## src/uemr_regs.svh

```systemverilog
// register offsets, field positions, reset values and mode codes of the endpoint responder
`ifndef UEMR_REGS_SVH
`define UEMR_REGS_SVH

`define UEMR_ADDR_W 5
`define UEMR_OFS_MODE0 5'h00
`define UEMR_OFS_MODE1 5'h04
`define UEMR_OFS_MODE2 5'h08
`define UEMR_OFS_CNT0 5'h0C
`define UEMR_OFS_CNT1 5'h10
`define UEMR_OFS_CNT2 5'h14
`define UEMR_OFS_TXDATA 5'h18
`define UEMR_OFS_STATUS 5'h1C

`define UEMR_MODE_MSB 3
`define UEMR_MODE_LSB 0
`define UEMR_STALL_BIT 7
`define UEMR_CNT_MSB 3
`define UEMR_MODE_RST 4'h0
`define UEMR_CNT_RST 4'h0

`define UEMR_M_DISABLE 4'h0
`define UEMR_M_NAK_INOUT 4'h1
`define UEMR_M_STATUS_OUT 4'h2
`define UEMR_M_STALL_INOUT 4'h3
`define UEMR_M_IGNORE_INOUT 4'h4
`define UEMR_M_RSVD_5 4'h5
`define UEMR_M_STATUS_IN 4'h6
`define UEMR_M_RSVD_7 4'h7
`define UEMR_M_NAK_OUT 4'h8
`define UEMR_M_ACK_OUT 4'h9
`define UEMR_M_NAKOUT_STIN 4'hA
`define UEMR_M_ACKOUT_NAKIN 4'hB
`define UEMR_M_NAK_IN 4'hC
`define UEMR_M_ACK_IN 4'hD
`define UEMR_M_NAKIN_STOUT 4'hE
`define UEMR_M_ACKIN_STOUT 4'hF

`define UEMR_FIFO_DEPTH 16
`define UEMR_FIFO_WIDTH 8

`endif

```

## src/uemr_pkg.sv

```systemverilog
// types shared by the endpoint responder modules
package uemr_pkg;
   typedef enum logic [1:0] {
      UEMR_TOK_SETUP = 2'b00,
      UEMR_TOK_IN = 2'b01,
      UEMR_TOK_OUT = 2'b10
   } uemr_tok_e;

   typedef enum logic [2:0] {
      UEMR_RESP_NONE = 3'h0,
      UEMR_RESP_ACK = 3'h1,
      UEMR_RESP_NAK = 3'h2,
      UEMR_RESP_STALL = 3'h3,
      UEMR_RESP_DATA = 3'h4,
      UEMR_RESP_ZLP = 3'h5
   } uemr_resp_e;

   typedef enum logic [1:0] {
      UEMR_ST_IDLE = 2'b00,
      UEMR_ST_SEND = 2'b01
   } uemr_state_e;
endpackage : uemr_pkg

```

## src/uemr_fifo_if.sv

```systemverilog
// push and pop channel of the transmit byte fifo
`timescale 1ns/1ps
interface uemr_fifo_if #(parameter int WIDTH = 8);
   logic in_valid;
   logic in_ready;
   logic [WIDTH-1:0] in_data;
   logic out_valid;
   logic out_ready;
   logic [WIDTH-1:0] out_data;
   logic [4:0] level;
   modport fifo (input in_valid, in_data, out_ready,
                 output in_ready, out_valid, out_data, level);
   modport user (output in_valid, in_data, out_ready,
                 input in_ready, out_valid, out_data, level);
endinterface : uemr_fifo_if

```

## src/uemr_fifo.sv

```systemverilog
// transmit byte fifo with registered read data
`timescale 1ns/1ps
module uemr_fifo #(
   parameter int WIDTH = 8,
   parameter int DEPTH = 16
) (
   input wire logic core_clk_i,
   input wire logic rst_n_i,
   uemr_fifo_if.fifo ff
);
   localparam int AW = $clog2(DEPTH);

   generate
      if (DEPTH < 2 || DEPTH > 16 || (1 << AW) != DEPTH) begin : g_bad_depth
         $error("fifo depth must be a power of two from 2 to 16");
      end
   endgenerate

   logic [WIDTH-1:0] mem [DEPTH];
   logic [AW-1:0] wr_ptr_reg;
   logic [AW-1:0] rd_ptr_reg;
   logic [AW:0] cnt_reg;
   logic out_valid_reg;
   logic [WIDTH-1:0] out_data_reg;

   wire push = ff.in_valid && ff.in_ready;
   wire out_free = !out_valid_reg || ff.out_ready;
   wire pop = (cnt_reg != '0) && out_free;
   wire [AW:0] cnt_next = cnt_reg + (AW+1)'(push) - (AW+1)'(pop);

   assign ff.in_ready = cnt_reg != (AW+1)'(DEPTH);
   assign ff.out_valid = out_valid_reg;
   assign ff.out_data = out_data_reg;
   assign ff.level = 5'(cnt_reg) + 5'(out_valid_reg);

   always_ff @(posedge core_clk_i) begin
      if (push) begin
         mem[wr_ptr_reg] <= ff.in_data;
      end
   end

   always_ff @(posedge core_clk_i) begin
      if (!rst_n_i) begin
         wr_ptr_reg <= '0;
         rd_ptr_reg <= '0;
         cnt_reg <= '0;
         out_valid_reg <= 1'b0;
         out_data_reg <= '0;
      end else begin
         wr_ptr_reg <= wr_ptr_reg + AW'(push);
         rd_ptr_reg <= rd_ptr_reg + AW'(pop);
         cnt_reg <= cnt_next;
         if (out_free) begin
            out_valid_reg <= pop;
         end
         if (pop) begin
            out_data_reg <= mem[rd_ptr_reg];
         end
      end
   end
endmodule : uemr_fifo

```

## src/uemr_responder.sv

```systemverilog
// endpoint mode registers, token response decode and transmit sequencing
//
// Contract
// - mode bits 3:0 select token response
// - mode 0000 answers nothing at all
// - 0001 acks setup, naks in and out
// - control setup ack forces mode 0001
// - 1011 naks in, acks out, then 0001
// - 1001 acks out then 1000; 1000 naks out
// - stall bit 7 of ep 1 and 2 stalls 1001 out, 1101 in
// - 1101 sends count, host ack gives 1100
// - 1111 sends count, ack gives 1110
// - status modes 0010, 0110, 1010 as listed
// - 0011 stalls in/out; 0100 ignores them
// - check acks only zero length toggle one
// - data in sends count field bytes
// - ignore means no handshake sent
// - modes reset to 0000, stay until written
`timescale 1ns/1ps
`include "uemr_regs.svh"
module uemr_responder #(
   parameter int FIFO_DEPTH = `UEMR_FIFO_DEPTH
) (
   input wire logic core_clk_i,
   input wire logic rst_n_i,
   input wire logic [`UEMR_ADDR_W-1:0] avs_address,
   input wire logic avs_read,
   input wire logic avs_write,
   input wire logic [31:0] avs_writedata,
   input wire logic [3:0] avs_byteenable,
   output logic [31:0] avs_readdata,
   output logic avs_waitrequest,
   input wire logic tok_valid_i,
   output logic tok_ready_o,
   input wire logic [1:0] tok_kind_i,
   input wire logic [1:0] tok_ep_i,
   input wire logic tok_good_i,
   input wire logic [3:0] tok_len_i,
   input wire logic tok_toggle_i,
   input wire logic host_ack_i,
   output logic resp_valid_o,
   output logic [2:0] resp_code_o,
   output logic [1:0] resp_ep_o,
   output logic [3:0] resp_len_o,
   output logic tx_valid_o,
   input wire logic tx_ready_i,
   output logic [7:0] tx_data_o,
   output logic tx_last_o
);
   generate
      if (FIFO_DEPTH != 16 && FIFO_DEPTH != 8 && FIFO_DEPTH != 4) begin : g_bad_depth
         $error("fifo depth must be 4, 8 or 16");
      end
   endgenerate

   // ======================================================================
   // response decode
   function automatic uemr_pkg::uemr_resp_e decode_resp(
      input logic [3:0] mode,
      input logic stall,
      input uemr_pkg::uemr_tok_e tok,
      input logic good,
      input logic zero_tog1
   );
      uemr_pkg::uemr_resp_e r;
      uemr_pkg::uemr_resp_e chk;
      r = uemr_pkg::UEMR_RESP_NONE;
      chk = zero_tog1 ? uemr_pkg::UEMR_RESP_ACK : uemr_pkg::UEMR_RESP_STALL;
      case (tok)
         uemr_pkg::UEMR_TOK_SETUP: begin
            case (mode)
               `UEMR_M_NAK_INOUT, `UEMR_M_STATUS_OUT, `UEMR_M_STALL_INOUT,
               `UEMR_M_IGNORE_INOUT, `UEMR_M_STATUS_IN, `UEMR_M_NAKOUT_STIN,
               `UEMR_M_ACKOUT_NAKIN, `UEMR_M_NAKIN_STOUT, `UEMR_M_ACKIN_STOUT:
                  r = uemr_pkg::UEMR_RESP_ACK;
               default: r = uemr_pkg::UEMR_RESP_NONE;
            endcase
         end
         uemr_pkg::UEMR_TOK_IN: begin
            case (mode)
               `UEMR_M_NAK_INOUT, `UEMR_M_ACKOUT_NAKIN, `UEMR_M_NAK_IN,
               `UEMR_M_NAKIN_STOUT: r = uemr_pkg::UEMR_RESP_NAK;
               `UEMR_M_STATUS_OUT, `UEMR_M_STALL_INOUT: r = uemr_pkg::UEMR_RESP_STALL;
               `UEMR_M_STATUS_IN, `UEMR_M_NAKOUT_STIN: r = uemr_pkg::UEMR_RESP_ZLP;
               `UEMR_M_ACK_IN: r = stall ? uemr_pkg::UEMR_RESP_STALL
                                         : uemr_pkg::UEMR_RESP_DATA;
               `UEMR_M_ACKIN_STOUT, `UEMR_M_RSVD_7: r = uemr_pkg::UEMR_RESP_DATA;
               default: r = uemr_pkg::UEMR_RESP_NONE;
            endcase
         end
         uemr_pkg::UEMR_TOK_OUT: begin
            case (mode)
               `UEMR_M_NAK_INOUT, `UEMR_M_NAK_OUT,
               `UEMR_M_NAKOUT_STIN: r = uemr_pkg::UEMR_RESP_NAK;
               `UEMR_M_STALL_INOUT, `UEMR_M_STATUS_IN: r = uemr_pkg::UEMR_RESP_STALL;
               `UEMR_M_ACK_OUT: r = stall ? uemr_pkg::UEMR_RESP_STALL
                                          : uemr_pkg::UEMR_RESP_ACK;
               `UEMR_M_ACKOUT_NAKIN: r = uemr_pkg::UEMR_RESP_ACK;
               `UEMR_M_STATUS_OUT, `UEMR_M_NAKIN_STOUT,
               `UEMR_M_ACKIN_STOUT: r = chk;
               default: r = uemr_pkg::UEMR_RESP_NONE;
            endcase
         end
         default: r = uemr_pkg::UEMR_RESP_NONE;
      endcase
      // corrupt setup or out data gets no handshake
      if (tok != uemr_pkg::UEMR_TOK_IN && !good) begin
         r = uemr_pkg::UEMR_RESP_NONE;
      end
      return r;
   endfunction : decode_resp

   // ======================================================================
   // state
   logic [3:0] mode_reg [3];
   logic [3:0] mode_next [3];
   logic stall_reg [3];
   logic [3:0] cnt_reg [3];
   logic [31:0] rdata_reg;
   logic rd_done_reg;
   logic resp_valid_reg;
   uemr_pkg::uemr_resp_e resp_code_reg;
   logic [1:0] resp_ep_reg;
   logic [3:0] resp_len_reg;
   uemr_pkg::uemr_state_e state_reg;
   logic [3:0] left_reg;
   logic in_pend_reg;
   logic [1:0] in_ep_reg;

   uemr_fifo_if #(.WIDTH(`UEMR_FIFO_WIDTH)) ff ();

   uemr_fifo #(
      .WIDTH(`UEMR_FIFO_WIDTH),
      .DEPTH(FIFO_DEPTH)
   ) u_fifo (
      .core_clk_i(core_clk_i),
      .rst_n_i(rst_n_i),
      .ff(ff)
   );

   // ======================================================================
   // token decode
   wire ep_ok = tok_ep_i != 2'd3;
   wire [1:0] ep_sel = ep_ok ? tok_ep_i : 2'd0;
   wire [3:0] sel_mode = mode_reg[ep_sel];
   wire sel_stall = stall_reg[ep_sel];
   wire idle = state_reg == uemr_pkg::UEMR_ST_IDLE;
   wire tok_take = tok_valid_i && idle;
   wire zero_tog1 = (tok_len_i == 4'h0) && tok_toggle_i;
   wire uemr_pkg::uemr_tok_e tok_kind = uemr_pkg::uemr_tok_e'(tok_kind_i);
   wire uemr_pkg::uemr_resp_e tok_resp = ep_ok ?
      decode_resp(sel_mode, sel_stall, tok_kind, tok_good_i, zero_tog1)
      : uemr_pkg::UEMR_RESP_NONE;
   wire is_ack = tok_resp == uemr_pkg::UEMR_RESP_ACK;
   wire setup_ack = tok_take && is_ack && tok_kind == uemr_pkg::UEMR_TOK_SETUP;
   wire out_ack = tok_take && is_ack && tok_kind == uemr_pkg::UEMR_TOK_OUT;
   wire [3:0] send_len = (tok_resp == uemr_pkg::UEMR_RESP_DATA) ? cnt_reg[ep_sel] : 4'h0;
   wire goes_send = tok_take && tok_resp == uemr_pkg::UEMR_RESP_DATA && send_len != 4'h0;
   wire sends_in = tok_take && (tok_resp == uemr_pkg::UEMR_RESP_DATA ||
                                tok_resp == uemr_pkg::UEMR_RESP_ZLP);
   wire in_acked = host_ack_i && in_pend_reg;

   // ======================================================================
   // register bus
   wire [2:0] widx = avs_address[4:2];
   wire bus_mode_wr = avs_write && avs_byteenable[0] && widx <= 3'd2;
   wire bus_cnt_wr = avs_write && avs_byteenable[0] && widx >= 3'd3 && widx <= 3'd5;
   wire bus_tx_wr = avs_write && avs_byteenable[0] && avs_address == `UEMR_OFS_TXDATA;
   wire [31:0] rd_mux =
      (widx <= 3'd2) ? {24'h0, (widx != 3'd0) && stall_reg[widx[1:0]], 3'h0,
                        mode_reg[widx[1:0]]} :
      (widx <= 3'd5) ? {28'h0, cnt_reg[2'(widx - 3'd3)]} :
      (avs_address == `UEMR_OFS_STATUS) ? {16'h0, 3'h0, ff.level, 1'b0, resp_code_reg,
                                           2'h0, in_pend_reg, !idle} :
      32'h0;

   assign ff.in_valid = bus_tx_wr;
   assign ff.in_data = avs_writedata[7:0];
   assign avs_waitrequest = (avs_read && !rd_done_reg) || (bus_tx_wr && !ff.in_ready);
   assign avs_readdata = rdata_reg;

   always_ff @(posedge core_clk_i) begin
      if (!rst_n_i) begin
         rd_done_reg <= 1'b0;
         rdata_reg <= 32'h0;
      end else begin
         rd_done_reg <= avs_read && !rd_done_reg;
         if (avs_read && !rd_done_reg) begin
            rdata_reg <= rd_mux;
         end
      end
   end

   // ======================================================================
   // per endpoint mode and count
   genvar g;
   generate
      for (g = 0; g < 3; g++) begin : g_ep
         wire hit = ep_ok && tok_ep_i == 2'(g);
         wire fw_mode = bus_mode_wr && widx == 3'(g);
         wire fw_cnt = bus_cnt_wr && widx == 3'(g + 3);
         wire in_hit = in_acked && in_ep_reg == 2'(g);
         always_comb begin
            mode_next[g] = mode_reg[g];
            if (fw_mode) begin
               mode_next[g] = avs_writedata[`UEMR_MODE_MSB:`UEMR_MODE_LSB];
            end
            // engine updates win over a firmware write in the same cycle
            if (g == 0 && hit && setup_ack && mode_reg[g] != `UEMR_M_DISABLE) begin
               mode_next[g] = `UEMR_M_NAK_INOUT;
            end
            if (hit && out_ack && mode_reg[g] == `UEMR_M_ACKOUT_NAKIN) begin
               mode_next[g] = `UEMR_M_NAK_INOUT;
            end
            if (hit && out_ack && mode_reg[g] == `UEMR_M_ACK_OUT) begin
               mode_next[g] = `UEMR_M_NAK_OUT;
            end
            if (in_hit && mode_reg[g] == `UEMR_M_ACK_IN) begin
               mode_next[g] = `UEMR_M_NAK_IN;
            end
            if (in_hit && mode_reg[g] == `UEMR_M_ACKIN_STOUT) begin
               mode_next[g] = `UEMR_M_NAKIN_STOUT;
            end
         end
         always_ff @(posedge core_clk_i) begin
            if (!rst_n_i) begin
               mode_reg[g] <= `UEMR_MODE_RST;
               stall_reg[g] <= 1'b0;
               cnt_reg[g] <= `UEMR_CNT_RST;
            end else begin
               mode_reg[g] <= mode_next[g];
               if (fw_mode && g != 0) begin
                  stall_reg[g] <= avs_writedata[`UEMR_STALL_BIT];
               end
               if (fw_cnt) begin
                  cnt_reg[g] <= avs_writedata[`UEMR_CNT_MSB:0];
               end
            end
         end
      end
   endgenerate

   // ======================================================================
   // handshake and transmit sequencing
   assign tok_ready_o = idle;
   assign resp_valid_o = resp_valid_reg;
   assign resp_code_o = resp_code_reg;
   assign resp_ep_o = resp_ep_reg;
   assign resp_len_o = resp_len_reg;
   assign ff.out_ready = (state_reg == uemr_pkg::UEMR_ST_SEND) && tx_ready_i;
   assign tx_valid_o = (state_reg == uemr_pkg::UEMR_ST_SEND) && ff.out_valid;
   assign tx_data_o = ff.out_data;
   assign tx_last_o = left_reg == 4'h1;

   wire tx_beat = tx_valid_o && tx_ready_i;

   always_ff @(posedge core_clk_i) begin
      if (!rst_n_i) begin
         resp_valid_reg <= 1'b0;
         resp_code_reg <= uemr_pkg::UEMR_RESP_NONE;
         resp_ep_reg <= 2'd0;
         resp_len_reg <= 4'h0;
      end else begin
         resp_valid_reg <= tok_take && tok_resp != uemr_pkg::UEMR_RESP_NONE;
         if (tok_take) begin
            resp_code_reg <= tok_resp;
            resp_ep_reg <= tok_ep_i;
            resp_len_reg <= send_len;
         end
      end
   end

   always_ff @(posedge core_clk_i) begin
      if (!rst_n_i) begin
         state_reg <= uemr_pkg::UEMR_ST_IDLE;
         left_reg <= 4'h0;
      end else begin
         case (state_reg)
            uemr_pkg::UEMR_ST_IDLE: begin
               if (goes_send) begin
                  state_reg <= uemr_pkg::UEMR_ST_SEND;
                  left_reg <= send_len;
               end
            end
            uemr_pkg::UEMR_ST_SEND: begin
               if (tx_beat) begin
                  left_reg <= left_reg - 4'h1;
                  if (left_reg == 4'h1) begin
                     state_reg <= uemr_pkg::UEMR_ST_IDLE;
                  end
               end
            end
            default: state_reg <= uemr_pkg::UEMR_ST_IDLE;
         endcase
      end
   end

   // host ack for in data counts only until the next token
   always_ff @(posedge core_clk_i) begin
      if (!rst_n_i) begin
         in_pend_reg <= 1'b0;
         in_ep_reg <= 2'd0;
      end else if (tok_take) begin
         in_pend_reg <= sends_in;
         in_ep_reg <= tok_ep_i;
      end else if (in_acked) begin
         in_pend_reg <= 1'b0;
      end
   end
endmodule : uemr_responder

```

## config.mk

```make
export PLATFORM = sky130hd
export DESIGN_NAME = uemr_responder
export DESIGN_NICKNAME = d
export VERILOG_FILES = /design/src/uemr_pkg.sv /design/src/uemr_fifo_if.sv /design/src/uemr_fifo.sv /design/src/uemr_responder.sv
export VERILOG_INCLUDE_DIRS = /design/src
export SDC_FILE = /design/constraint.sdc
export NUM_CORES = 1
export LEC_CHECK = 0
export BUFFER_PORTS_ARGS = -buffer_cell sky130_fd_sc_hd__buf_2
export CORE_UTILIZATION = 30
export CTS_BUF_LIST = sky130_fd_sc_hd__clkbuf_4
export DETAILED_ROUTE_END_ITERATION = 8
export SETUP_SLACK_MARGIN = 0.1
export SYNTH_ARGS = -nofsm -noshare
export SYNTH_HDL_FRONTEND = slang
export SYNTH_SLANG_ARGS = --single-unit
export TNS_END_PERCENT = 1
```

## constraint.sdc

```tcl
create_clock -name core_clk_i -period 3.95 [get_ports core_clk_i]
set_clock_uncertainty 0.05 [all_clocks]
set_input_delay 1.185 -clock core_clk_i [delete_from_list [all_inputs] [get_ports core_clk_i]]
set_output_delay 1.185 -clock core_clk_i [all_outputs]
set_load 0.01 [all_outputs]
```

# Word-level counts from Yosys, hierarchy flattened
# Memories as Yosys holds them, arrays and structs flattened. A register that Yosys moved wholly into a read port is not among the register bits.
# Cells that the tools add are included.
# classes
addsub	7
n_lt_le_gt_ge	3
eq_ne	49
muxes	65
n_bitwise	8
n_reduce_logical	84
# ops
op	n
4-bit two-way mux	25
4-bit equality test (second input constant)	20
1-bit logical AND	53
13-bit two-way mux	3
1-bit two-way mux	23
3-bit case mux with 5 select lines	1
3-bit equality test (second input constant)	4
2-bit two-way mux	6
5-bit by 1-bit adder with 5-bit output	2
5-bit equality test (second input constant)	2
2-bit case mux with 5 select lines	1
3-bit two-way mux	3
3-bit case mux with 3 select lines	1
4-bit by 1-bit adder with 4-bit output	2
2-bit by 1-bit equality test with 1-bit output (second input constant)	4
4-bit by 1-bit equality test with 1-bit output (second input constant)	2
4-bit by 2-bit equality test with 1-bit output (second input constant)	2
4-bit by 3-bit equality test with 1-bit output (second input constant)	2
2-bit logical NOT	4
1-bit OR	8
4-bit case mux with 2 select lines	1
4-bit nonzero test	2
2-bit OR reduction	4
2-bit equality test (second input constant)	3
22 further kinds	38
# totals
ff_bits	64
ram_bits	155
romBits	16
mem_count	5
# memory_table
memory	depth	width	read_ports	rd_clocked_by_memory_dff	wr	line_no	source
u_fifo.mem	16	8	1	1	1	uemr_fifo.sv:19	logic [WIDTH-1:0] mem [DEPTH];
(no name shown)	16	1	1	0	0	uemr_responder.sv:71	case (mode)
cnt_reg	3	4	2	0	3	uemr_responder.sv:118	logic [3:0] cnt_reg [3];
mode_reg	3	4	5	0	3	uemr_responder.sv:115	logic [3:0] mode_reg [3];
stall_reg	3	1	2	0	3	uemr_responder.sv:117	logic stall_reg [3];

# Logic depth before layout (Yosys ltp)
# An unclocked memory read counts as a cell.
# depth
depth_word	20
depth_mapped	15
depth_no_buf	14

# Modules after synthesis
# A second synthesis with hierarchy kept.
# unflattened
cells_unflattened	762
hier_area_um2	9760.6
# modules_own_cells
module	n_inst	cells_per_inst	area_per_inst_um2	seq_area_each_um2
uemr_fifo	1	315	6010.8	4284.1
uemr_responder	1	447	3749.8	1271.2

# Least setup slack after synthesis
# OpenSTA, ideal clock, no wires.
# synth_path
path_kind	input-to-reg
startpoint	in avs_address[2]
endpoint	mem u_fifo.mem[0][0] (enable)
t_arrival_ns	3.333
t_required_ns	3.517
path_slack_ns	0.184
stages	7
cell_sequence	clkbuf_1 -> inv_1 -> ha_1 -> nand4_1 -> nor2b_1 -> or3b_2 -> nor3_1
# synth_via
elab_chain_cells	5
# synth_rtl
element	line_no	source
start, declared	uemr_responder.sv:26	input wire logic [`UEMR_ADDR_W-1:0] avs_address,
5-bit equality test (no line)	--	
1-bit logical AND (no line)	--	
1-bit logical AND	uemr_fifo.sv:26	wire push = ff.in_valid && ff.in_ready;
1-bit two-way mux	uemr_fifo.sv:37	if (push) begin
1-bit two-way mux (implied by the code)	uemr_fifo.sv:38	mem[wr_ptr_reg] <= ff.in_data;
end, declared	uemr_fifo.sv:19	
# No other way between the ends.

# Worst setup path after layout
# layout_path
startpoint	in avs_address[3]
endpoint	out avs_waitrequest
# layout_via
elab_chain_cells	4
# layout_rtl
element	line_no	source
5-bit equality test (no line)	--	
1-bit logical AND (no line)	--	
1-bit logical AND	uemr_responder.sv:179	assign avs_waitrequest = (avs_read && !rd_done_reg) || (bus_tx_wr && !ff.in_ready);
1-bit logical OR	uemr_responder.sv:179	
end, declared	uemr_responder.sv:32	output logic avs_waitrequest,
# No other way between the ends.

==> results_dict.tcl <==
set metrics [dict create \
    wl_per_cell_um 17.1 \
    ys_async_sr_fraction_pct 0 \
    synth_edf_count 141 \
    die-area_um2 32600 \
    crit_arrival_ps 2480 \
    dpl_cell_area_um2 10400 \
    tightest_slew_ps 743 \
    yosysUniqueCellTypes 70 \
    cts_buffers 54 \
    regMostFlops "u_fifo.mem" \
    yosys_warnings 0 \
    drt_iter0_drc 480 \
    start_kind "input port" \
    yosys-top-cells-area "edfxtp_1, dfxtp_1, mux4_2" \
    path_cells "buf_2 > ha_1 > nand4_1 > o21ai_0 > buf_2" \
    path_class "input port to primary output" \
    finalInstanceArea_um2 11100 \
    nets 950 \
    cp_common_cell "buf_2" \
    tritoncts "done" \
    cp.required_ps 2710 \
    hpwl_um 15200 \
    finalCritPeriodShare_pct 94.0 \
    cap_violations 0 \
    slew_viol_final 0 \
    grt_setup_unrepaired "false" \
    ys_seq_area_share_pct 58.0 \
    cts-root-buf "clkbuf_4" \
    gp_congestion 0.849 \
    grt_max_degree 40 \
    clk_pin_slew_ps 70 \
    max_freq_ghz 0.269 \
    htree_levels 2 \
    largest_reg_flops 128 \
    min_period_ps 3710 \
    max_stage_delay_ps 340 \
    port_buffers 65 \
    fillers 3090 \
    ios 112 \
    die_x_um 181 \
    finalSetupViolations 0 \
    core_um2 31500 \
    vias 6453 \
    path_buf_inv 2 \
    cp-end-kind "primary output" \
    hold_viol_final 0 \
    total_power_uw 5480 \
    rows 65 \
    gr-total-overflow 0 \
    synth.cell_area_um2 9570 \
    clockBufferDepth 3 \
    grt_pass1_wl_um 36000 \
    clkLatencyLatePin_ps 670 \
    crit_family "buffers and inverters" \
    firstDrtPassIters 5 \
    drive_above_1_share_pct 26.5 \
    grt_pass1_vias 6397 \
    syn_to_final_growth_pct 16.1 \
    leakage_uw 0.00407 \
    cts_setup_buffers 0 \
    start_util_pct 30.4 \
    crit_slowest_cell "o21ai_0" \
    hold_buffers 0 \
    peakVddDrop_mv 0.227 \
    antenna_left 0 \
    synth_top_cell_area_share_pct 44.2 \
    cts_sinks 207 \
    yosysTopAreaCell "edfxtp_1" \
    avgSynthCellArea_um2 12.7 \
    ys.flop_type "edfxtp_1" \
    die_h_um 181 \
    yosys_register_bits 207 \
    status "finished, final reports clean" \
    wirelength_um 22500 \
    hold_class "flip-flop to flip-flop" \
    synth_cells 751 \
    register_area_um2 5560 \
    power_density_nw_per_um2 493 \
    cts_resized 0 \
    relSlewSlack_pct 50.0 \
    crit_fanout 13 \
    vias_per_cell 4.88 \
    setup_tns_ps 0 \
    track_usage_pct 14.1 \
    finish.utilization_pct 35.3 \
    multiInputGateArea_um2 3670 \
    antenna_found_initial 3 \
    drc_errors 0 \
]
-- routing by layer --
layer / up-vias / wire, µm / share of wire, % / track usage [%]
met5: - / 13 / 0.058 / 0
met2: 176 / 10900 / 48 / 22.6
met3: 40 / 1160 / 5.1 / 3.03
li1: 3086 / - / - / -
met4: 2 / 479 / 2.1 / 5.09
met1: 3149 / 10000 / 44 / 18.8
-- path summary, 6_finish.rpt --
path	start	endpoint	slack (ps)	depth (start not counted)
setup / recovery	avs_address[3]	avs_waitrequest	240	5
hold / removal	avs_readdata[11]$_SDFFE_PN0P_	avs_readdata[11]$_SDFFE_PN0P_	400	2
setup reg to reg	u_fifo.cnt_reg[2]$_SDFF_PN0_	u_fifo.cnt_reg[4]$_SDFF_PN0_	1130	14
hold reg to reg	avs_readdata[11]$_SDFFE_PN0P_	avs_readdata[11]$_SDFFE_PN0P_	400	2
-- kinds of logic (layout without fill, tap and decap cells) --
logic type,after synthesis,in the layout,synth area share (%)
compound gates,123,123,8.55
xor+xnor,12,12,1.29
fa+ha+maj,23,23,3.05
buf+inv,80,227,4.29
flops,207,207,58.0
mux,73,73,12.9
other cells,1,22,0.0392
simple gates,232,232,11.8
-- cells in the mapped netlist (9+ instances only) --
cell type	instances
edfxtp_1	141
dfxtp_1	66
nor2_1	61
nand2_1	55
a21oi_1	50
mux4_2	40
mux2i_1	31
nand3_1	27
nor3_1	26
inv_1	24
clkbuf_1	23
ha_1	20
buf_4	19
o21ai_0	13
and2_1	10
nor2b_1	10
a211oi_1	9
a31oi_1	9
-- power breakdown --
part / switching, µW / total, µW / internal (µW)
logic: 555 / 1130 / 579
clock network: 896 / 1820 / 924
registers: 130 / 2530 / 2400
-- cells in the final DEF, fill, tap and decap left out, drive strengths merged, types with 5 or more instances in the layout --
cell type,n
a211oi,12
a21oi,52
a31oi,9
and2,10
buf,101
clkbuf,72
clkinv,28
conb,19
dfxtp,66
edfxtp,141
ha,20
inv,24
mux2i,31
mux4,40
nand2,55
nand3,27
nand4,9
nor2,61
nor2b,10
nor3,26
nor4,5
o21a,6
o21ai,14
o22ai,6
xnor2,6
xor2,6
-- worst reg2reg max path: stages (launching register included) --
cell and delay (ps):
dfxtp_1 370, inv_1 100, ha_1 170, nor4b_1 380
a21oi_1 150, ha_1 310, inv_1 40, ha_1 190
inv_1 70, fa_1 210, inv_1 50, a21oi_1 130
nor2_1 60, or3_1 340, a21oi_1 130
-- metrics by stage --
stage / hold WS (ps) / setup WS (ps) / std cells
floorplan: 399 / 184 / 769
global placement: 389 / 141 / 1217
detailed placement: 392 / 109 / 1217
CTS: 402 / 265 / 1318
global route: 419 / 143 / 1319
finish: 397 / 236 / 1321
-- area by class of cell --
class                           instances  area share, %
Clock inverter                         29           1.32
Antenna cell                            3         0.0675
Tap cell                              402           4.52
Sequential cell                       207           50.0
Multi-Input combinational cell        482           33.0
Timing Repair Buffer                  101           5.36
Clock buffer                           72           4.86
Inverter                               25          0.844
No activity file was read; power rests on OpenSTA's default activity.
